==> config.mk <==
export PLATFORM = sky130hd
export DESIGN_NAME = tsic_top
export DESIGN_NICKNAME = d
export VERILOG_FILES = /design/src/hw/tsic_pkg.sv /design/src/hw/tsic_top.sv
export VERILOG_INCLUDE_DIRS = /design/src /design/src/hw
export SDC_FILE = /design/constraint.sdc
export NUM_CORES = 1
export LEC_CHECK = 0
export BUFFER_PORTS_ARGS = -buffer_cell sky130_fd_sc_hd__buf_2
export CORE_MARGIN = 3
export CORE_UTILIZATION = 60
export DETAILED_ROUTE_END_ITERATION = 12
export PLACE_DENSITY = 0.87
export SLEW_MARGIN = 10
export SYNTH_ARGS = -nofsm -noshare
export SYNTH_HDL_FRONTEND = slang
export SYNTH_SLANG_ARGS = --single-unit
==> constraint.sdc <==
create_clock -name clk_i -period 5 [get_ports clk_i]
set_input_delay 0.5 -clock clk_i [delete_from_list [all_inputs] [get_ports clk_i]]
set_output_delay 0.5 -clock clk_i [all_outputs]
set_load 0.03 [all_outputs]
==> src/hw/tsic_regs.svh <==
// Register offsets, field positions and constants of the timer control block
`ifndef TSIC_REGS_SVH
`define TSIC_REGS_SVH

`define TSIC_ADDR_WCNT 32'h700c501c
`define TSIC_ADDR_FLAGS 32'h700c5024
`define TSIC_ADDR_MASK 32'h700c5028
`define TSIC_ADDR_SETUP 32'h700c502c
`define TSIC_ADDR_IPRE 32'h700c5050
`define TSIC_ADDR_WPRE 32'h700c5054

`define TSIC_INTV_LSB 0
`define TSIC_INTV_MSB 3
`define TSIC_PWM_LSB 8
`define TSIC_PWM_MSB 10
`define TSIC_WDOG_BIT 11

`define TSIC_RUN_LSB 11
`define TSIC_RUN_MSB 14
`define TSIC_PWM1_RUN_BIT 0
`define TSIC_PWM2_RUN_BIT 1
`define TSIC_PWM3_RUN_BIT 9
`define TSIC_IRQ_MODE_BIT 8
`define TSIC_CLK_SEL_BIT 5
`define TSIC_SCOPE_BIT 4
`define TSIC_ARM_BIT 3

`define TSIC_UNLOCK 16'hfade
`define TSIC_WCNT_TOP 16'hfffe
`define TSIC_WCNT_RESET 16'h0000
`define TSIC_PRE_RESET 12'h000
`define TSIC_RATE_MAX 4'hb
`define TSIC_PRE_ONE 12'h001

`endif

==> src/hw/tsic_pkg.sv <==
// Types shared by the timer control block
package tsic_pkg;
  typedef logic [11:0] tsic_pre_t;
  typedef logic [15:0] tsic_wcnt_t;
  typedef logic [3:0] tsic_rate_t;
endpackage

==> src/hw/tsic_top.sv <==
// Timer status, interrupt, run enables and watchdog control
`timescale 1ns/1ps
`include "tsic_regs.svh"

module tsic_top (
  // Clock, reset, enable
  input wire logic clk_i,
  input wire logic reset_i,
  input wire logic ce_i,
  // Peripheral bus
  input wire logic bus_sel_i,
  input wire logic bus_write_i,
  input wire logic [31:0] bus_addr_i,
  input wire logic [31:0] bus_wdata_i,
  output logic [31:0] bus_rdata_o,
  // Channel events
  input wire logic [3:0] intv_event_i,
  input wire logic [2:0] pwm_event_i,
  // Prescaler rate codes
  input wire tsic_pkg::tsic_rate_t intv_rate_i,
  input wire tsic_pkg::tsic_rate_t wdog_rate_i,
  // Slow clock pin
  input wire logic slow_clk_i,
  // Outputs
  output logic timer_irq_o,
  output logic wdog_reset_o,
  output logic intv_tick_o,
  output logic [3:0] interval_run_o,
  output logic [2:0] pwm_run_o
);

  logic [3:0] intv_flag;
  logic [2:0] pwm_flag;
  logic wdog_status_flag;
  logic [11:0] timer_irq_mask;
  logic wdog_irq_mode;
  logic wdog_clock_select;
  logic wdog_reset_scope;
  logic wdog_run_arm;
  tsic_pkg::tsic_wcnt_t wdog_count;
  tsic_pkg::tsic_pre_t intv_pre;
  tsic_pkg::tsic_pre_t wdog_pre;
  logic slow_sync1;
  logic slow_sync2;
  logic slow_sync3;

  logic wr;
  logic rd;
  logic wr_flags;
  logic wr_setup;
  logic wr_wcnt;
  logic unlock;
  logic wd_regs_rst;
  logic wd_step;
  logic wd_tick;
  logic wd_timeout;
  logic intv_any_run;
  logic [11:0] flags_word;
  logic [11:0] next_irq_src;

  function automatic logic reg_hit(input logic [31:0] a,
                                   input logic [31:0] off);
    reg_hit = (a == off);
  endfunction

  // Reserved codes fall back to the longest divisor
  function automatic logic pre_due(input tsic_pkg::tsic_pre_t cnt,
                                   input tsic_pkg::tsic_rate_t code);
    tsic_pkg::tsic_rate_t c;
    tsic_pkg::tsic_pre_t m;
    c = (code > `TSIC_RATE_MAX) ? `TSIC_RATE_MAX : code;
    m = tsic_pkg::tsic_pre_t'((`TSIC_PRE_ONE << (c + 4'h1)) - `TSIC_PRE_ONE);
    pre_due = ((cnt & m) == m);
  endfunction

  assign wr = bus_sel_i && bus_write_i;
  assign rd = bus_sel_i && !bus_write_i;
  assign wr_flags = wr && reg_hit(bus_addr_i, `TSIC_ADDR_FLAGS);
  assign wr_setup = wr && reg_hit(bus_addr_i, `TSIC_ADDR_SETUP);
  assign wr_wcnt = wr && reg_hit(bus_addr_i, `TSIC_ADDR_WCNT);
  assign unlock = wr_wcnt && (bus_wdata_i[15:0] == `TSIC_UNLOCK);
  assign intv_any_run = |interval_run_o;
  // Own watchdog reset always clears; external only when scope is zero
  assign wd_regs_rst = wdog_reset_o || (reset_i && !wdog_reset_scope);
  // Slow clock acts on its synchronised rising edge only
  assign wd_step = wdog_clock_select ? (slow_sync2 && !slow_sync3)
                                     : 1'b1;
  assign wd_tick = wdog_run_arm && wd_step && pre_due(wdog_pre, wdog_rate_i);
  assign wd_timeout = wd_tick && (wdog_count == `TSIC_WCNT_TOP);
  assign flags_word = {wdog_status_flag, pwm_flag, 4'h0, intv_flag};
  assign next_irq_src = flags_word & timer_irq_mask;

  // Slow clock synchroniser
  always_ff @(posedge clk_i) begin
    if (ce_i) begin
      slow_sync1 <= slow_clk_i;
      slow_sync2 <= slow_sync1;
      slow_sync3 <= slow_sync2;
    end
  end

  // Interval and pulse status flags; a same-cycle event beats the clear
  always_ff @(posedge clk_i) begin
    if (reset_i) begin
      intv_flag <= 4'h0;
      pwm_flag <= 3'h0;
    end else if (ce_i) begin
      intv_flag <= (intv_flag & ~(wr_flags ?
        bus_wdata_i[`TSIC_INTV_MSB:`TSIC_INTV_LSB] : 4'h0))
        | intv_event_i;
      pwm_flag <= (pwm_flag & ~(wr_flags ?
        bus_wdata_i[`TSIC_PWM_MSB:`TSIC_PWM_LSB] : 3'h0))
        | pwm_event_i;
    end
  end

  // Interrupt enables and run bits
  always_ff @(posedge clk_i) begin
    if (reset_i) begin
      timer_irq_mask <= 12'h000;
      interval_run_o <= 4'h0;
      pwm_run_o <= 3'h0;
    end else if (ce_i) begin
      if (wr && reg_hit(bus_addr_i, `TSIC_ADDR_MASK)) begin
        timer_irq_mask <= bus_wdata_i[11:0] & 12'hf0f;
      end
      if (wr_setup) begin
        interval_run_o <= bus_wdata_i[`TSIC_RUN_MSB:`TSIC_RUN_LSB];
        pwm_run_o <= {bus_wdata_i[`TSIC_PWM3_RUN_BIT],
                      bus_wdata_i[`TSIC_PWM2_RUN_BIT],
                      bus_wdata_i[`TSIC_PWM1_RUN_BIT]};
      end
    end
  end

  // Interrupt request
  always_ff @(posedge clk_i) begin
    if (reset_i) begin
      timer_irq_o <= 1'b0;
    end else if (ce_i) begin
      timer_irq_o <= |next_irq_src;
    end
  end

  // Clock select and scope: external reset only, locked while armed
  always_ff @(posedge clk_i) begin
    if (reset_i) begin
      wdog_clock_select <= 1'b0;
      wdog_reset_scope <= 1'b0;
    end else if (ce_i && wr_setup && !wdog_run_arm) begin
      wdog_clock_select <= bus_wdata_i[`TSIC_CLK_SEL_BIT];
      wdog_reset_scope <= bus_wdata_i[`TSIC_SCOPE_BIT];
    end
  end

  // Enable is sticky until reset; mode locks with it
  always_ff @(posedge clk_i) begin
    if (wd_regs_rst) begin
      wdog_run_arm <= 1'b0;
      wdog_irq_mode <= 1'b0;
    end else if (ce_i && wr_setup && !wdog_run_arm) begin
      wdog_run_arm <= bus_wdata_i[`TSIC_ARM_BIT];
      wdog_irq_mode <= bus_wdata_i[`TSIC_IRQ_MODE_BIT];
    end
  end

  // Watchdog count
  always_ff @(posedge clk_i) begin
    if (wd_regs_rst) begin
      wdog_count <= `TSIC_WCNT_RESET;
    end else if (ce_i) begin
      if (unlock) begin
        wdog_count <= `TSIC_WCNT_RESET;
      end else if (wr_wcnt && !wdog_run_arm) begin
        wdog_count <= bus_wdata_i[15:0];
      end else if (wd_tick) begin
        wdog_count <= wdog_count + 16'h0001;
      end
    end
  end

  // Watchdog flag and reset pulse; a timeout beats the unlock clear
  always_ff @(posedge clk_i) begin
    if (wd_regs_rst) begin
      wdog_status_flag <= 1'b0;
      wdog_reset_o <= 1'b0;
    end else if (ce_i) begin
      wdog_reset_o <= wd_timeout &&
                      (!wdog_irq_mode || wdog_status_flag);
      if (wd_timeout && wdog_irq_mode) begin
        wdog_status_flag <= 1'b1;
      end else if (unlock) begin
        wdog_status_flag <= 1'b0;
      end
    end
  end

  // Interval prescaler runs only while a channel runs
  always_ff @(posedge clk_i) begin
    if (reset_i) begin
      intv_pre <= `TSIC_PRE_RESET;
      intv_tick_o <= 1'b0;
    end else if (ce_i) begin
      intv_tick_o <= intv_any_run && pre_due(intv_pre, intv_rate_i);
      if (wr && reg_hit(bus_addr_i, `TSIC_ADDR_IPRE)) begin
        if (!intv_any_run) begin
          intv_pre <= bus_wdata_i[11:0];
        end
      end else if (intv_any_run) begin
        intv_pre <= intv_pre + `TSIC_PRE_ONE;
      end
    end
  end

  // Watchdog prescaler
  always_ff @(posedge clk_i) begin
    if (wd_regs_rst) begin
      wdog_pre <= `TSIC_PRE_RESET;
    end else if (ce_i) begin
      if (wr && reg_hit(bus_addr_i, `TSIC_ADDR_WPRE)) begin
        if (!wdog_run_arm) begin
          wdog_pre <= bus_wdata_i[11:0];
        end
      end else if (wdog_run_arm && wd_step) begin
        wdog_pre <= wdog_pre + `TSIC_PRE_ONE;
      end
    end
  end

  // Read data one cycle after the read; unmapped reads give zero
  always_ff @(posedge clk_i) begin
    if (reset_i) begin
      bus_rdata_o <= 32'h0000_0000;
    end else if (ce_i && rd) begin
      if (reg_hit(bus_addr_i, `TSIC_ADDR_FLAGS)) begin
        bus_rdata_o <= {20'h0_0000, flags_word};
      end else if (reg_hit(bus_addr_i, `TSIC_ADDR_MASK)) begin
        bus_rdata_o <= {20'h0_0000, timer_irq_mask};
      end else if (reg_hit(bus_addr_i, `TSIC_ADDR_SETUP)) begin
        bus_rdata_o <= {17'h0_0000, interval_run_o, 1'b0, pwm_run_o[2],
                        wdog_irq_mode, 2'h0, wdog_clock_select,
                        wdog_reset_scope, wdog_run_arm, 1'b0,
                        pwm_run_o[1:0]};
      end else if (reg_hit(bus_addr_i, `TSIC_ADDR_WCNT)) begin
        bus_rdata_o <= {16'h0000, wdog_count};
      end else if (reg_hit(bus_addr_i, `TSIC_ADDR_IPRE)) begin
        bus_rdata_o <= {20'h0_0000, intv_pre};
      end else if (reg_hit(bus_addr_i, `TSIC_ADDR_WPRE)) begin
        bus_rdata_o <= {20'h0_0000, wdog_pre};
      end else begin
        bus_rdata_o <= 32'h0000_0000;
      end
    end
  end
endmodule

==> metrics.md <==
| Metric | Value |
|---|---|
| Total iterations of the first detailed-routing run | `7` |
| Minimum clock period | `3.19 ns` |
| Drt total wl | `approximately 20000 um` |
| Max cap viols | `0` |
| Drt wl/cell | `a little over 20 um` |
| Post-CTS resize count | `0` |
| Die width | `106 um` |
| Total negative slack | `0 ns` |
| Peak Freq | `approximately 310 MHz` |
| Hold Buf Count CTS | `0` |
| Worst Tran Pin Value | `1.10 ns` |
| Htree depth | `3` |
| Async SR Flop Fraction | `0` |
| Number of I/O port buffers | `94` |
| Top post-synthesis cells by count | `nand2_1 (89), dfxtp_1 (86), nor2_1 (61)` |
| HPWL after DPL | `approximately 14000 um` |
| Buffer levels on the longest clock path | `2` |
| Synthesized area | `about 6000 um^2` |
| Combinational share of power | `0.118` |
| Initial Util | `0.633` |
| Ratio of cells with drive above 1 in the final layout | `0.171` |
| Final hold violation count | `0` |
| EDFF count, synth | `3` |
| Cell Count, Final, Fillers Out | `~960` |
| Top cells by area, synth | `dfxtp_1 (29%), mux2i_1 (5.7%), nand2_1 (5.6%)` |
| Nets | `approximately 910` |
| Area of placed instances | `6360 um^2` |
| Seq/Total Area, Yosys | `0.302` |
| Clock sinks | `89` |
| Largest net degree at the start of global routing | `39` |
| Root buffer cell | `clkbuf_8` |
| Seq cells post-synth | `89` |
| Final setup skew | `approximately 0.009 ns` |
| Critical path class | `reg2reg` |
| Area Growth Syn to Fin | `9.29%` |
| Synth Flop Type | `dfxtp_1` |
| Clock share of power | `0.357` |
| Minimum hold slack | `around 0.29 ns` |
| GRT overflow | `0` |
| CP Max Fanout | `16` |
| Syn Inst Count | `approximately 760` |
| Fillers | `834` |
| Hold Crit Endpoint | `slow_sync1` |
| Die height | `around 110 um` |
| Final critical-path share of the clock period | `0.638` |
| Count leader, synth | `nand2_1` |
| Final setup viols | `0` |
| Vias | `around 6400` |
| Share of the synthesized area in the top cell type | `0.287` |
| Post-synth cell types | `between 70 and 80` |
| Reg power frac | `0.524` |
| R2R depth | `6` |
| Iter 0 DRT Violations | `~760` |
| Hold depth | `1` |
| Hold Crit Start | `slow_clk_i` |
| Final GP Congestion | `slightly below 1` |
| I/O Pins | `~130` |
| Final ANT Viol Nets | `0` |
| RSZ-0062 raised after global routing | `no` |
| Psw | `about 420 uW` |
| Final core utilization | `0.692` |
| Sw Share | `0.305` |
| Reg2reg start | `wdog_run_arm` |
| First-pass GRT wire length | `31000 um` |
| Skew-Pair Late Insertion Delay | `around 0.38 ns` |
| Std cell rows | `35` |
| Max-slew violation count | `0` |
| Worst reg2reg endpoint | `wdog_count[6]` |
| Pint | `between 900 and 1000 uW` |
| Startpoint types | `register` |
| Full die area | `approximately 11000 um^2` |
| WP data required | `roughly 5.2 ns` |
| Clk slew on worst S/H paths | `0.10 ns` |
| Peak supply drop | `roughly 0.16 mV` |
| Via-per-instance ratio | `between 6 and 7` |
| Pleak | `about 0.0025 uW` |
| Syn. warnings | `0` |
| Vias in the first global route | `about 5900` |
| Residual DRC | `0` |
| GRT Overall Usage | `0.349` |
| Status | `completed` |
| CTS tree | `done` |
| Worst min path class | `in2reg` |
| Pwr Density | `about 210 nW/um^2` |
| Syn avg cell area | `roughly 8 um^2` |
| Core Region | `~9500 um^2` |
| Total CTS buffers | `9` |
| R2R Setup Slk | `about 1.8 ns` |
| Post-CTS Setup Inserts | `0` |
| Fin area | `6550 um^2` |
| Placed Instances | `941` |
| Antenna violations before repair | `0` |
| Leading area contributor after synthesis | `dfxtp_1` |
| Crit end category | `register` |
| Diode count | `0` |
| Critical Path AT | `3.42 ns` |
| Relative slew slack | `0.257` |
power by group through the flow:
stage                     registers (uW)  logic, uW  clock network, uW
final                                724        164                494
after global routing                 725        174                518
after CTS                            724        159                492
after detailed placement             740        158                  0
after global placement               740        153                  0
after floorplan                      742        100                  0
cell type report:
type,instances,area [um^2],share of cell area
Clock inverter,7,58.8,0.00898
Multi-Input combinational cell,601,3790,0.579
Clock buffer,9,124,0.0189
Sequential cell,89,1810,0.277
Inverter,22,82.6,0.0126
Timing Repair Buffer,100,515,0.0787
Tap cell,129,161,0.0247
metal layers:
metal  vias to the layer above  part of all wire  global-route usage
met5                         -                 0                   0
met4                         0             0.052               0.167
met3                        77              0.13              0.0844
met2                       457              0.42               0.519
met1                      2952              0.40               0.475
li1                       2955                 -                   -
cell usage in the layout, fill, tap and decap left out, types with 15 or more instances in the layout:
cell type / netlist / final
buf_2: 11 / 94
nand2_1: 89 / 89
dfxtp_1: 86 / 86
nor2_1: 61 / 61
nand3_1: 46 / 46
a21oi_1: 41 / 40
mux2i_1: 34 / 34
nor3_1: 29 / 29
nor4_1: 24 / 24
o211ai_1: 24 / 24
o21ai_0: 22 / 22
inv_1: 21 / 21
a22oi_1: 19 / 19
conb_1: 2 / 18
xnor2_1: 15 / 15
worst max-delay path by stage:
| stage | from | depth (start not counted) | slack (ns) | to |
|---|---|---|---|---|
| 2_1_floorplan | wdog_rate_i[3] | 12 | 1.97 | wdog_count[10] |
| 3_3_place_gp | wdog_rate_i[3] | 10 | 1.70 | wdog_count[14] |
| 3_5_place_dp | wdog_rate_i[3] | 10 | 1.56 | wdog_count[6] |
| 4_1_cts | wdog_run_arm | 6 | 1.87 | wdog_count[6] |
| 5_1_grt | bus_addr_i[22] | 7 | 1.74 | intv_pre[5] |
| 6_report | wdog_run_arm | 6 | 1.81 | wdog_count[6] |
cells by family after synthesis:
logic type,count (synthesis),share of synthesized area
AOI/OAI and AO/OA,184,0.213
xor gates and xnor gates,17,0.0249
adders and majority gates,6,0.0125
buffers and inverters,90,0.0750
DFF,89,0.302
muxes,37,0.0624
other,2,0.00125
and+or+nand+nor,339,0.309
worst max-delay path: stages (launching register included):
cell     delay [ns]
dfxtp_1        0.58
nand2_1        0.14
a21o_1         0.32
or4_1          0.57
nor4_1         0.77
nor2_2         0.43
mux2i_1        0.22
per-stage QoR:
step	total power (uW)	setup slack, ns
after floorplan	843	1.97
after global placement	893	1.70
after detailed placement	899	1.56
after CTS	1370	1.87
after global routing	1420	1.74
final	1380	1.81
sequential cells by signal, indices dropped and copies added (netlist names), 3 cells and up:
signal / count
pwm_run_o: 3
wdog_pre: 12
interval_run_o: 4
intv_pre: 12
timer_irq_mask: 8
wdog_count: 16
bus_rdata_o: 16
pwm_flag: 3
intv_flag: 4
Note: power is estimated with default switching activity, not from simulation.
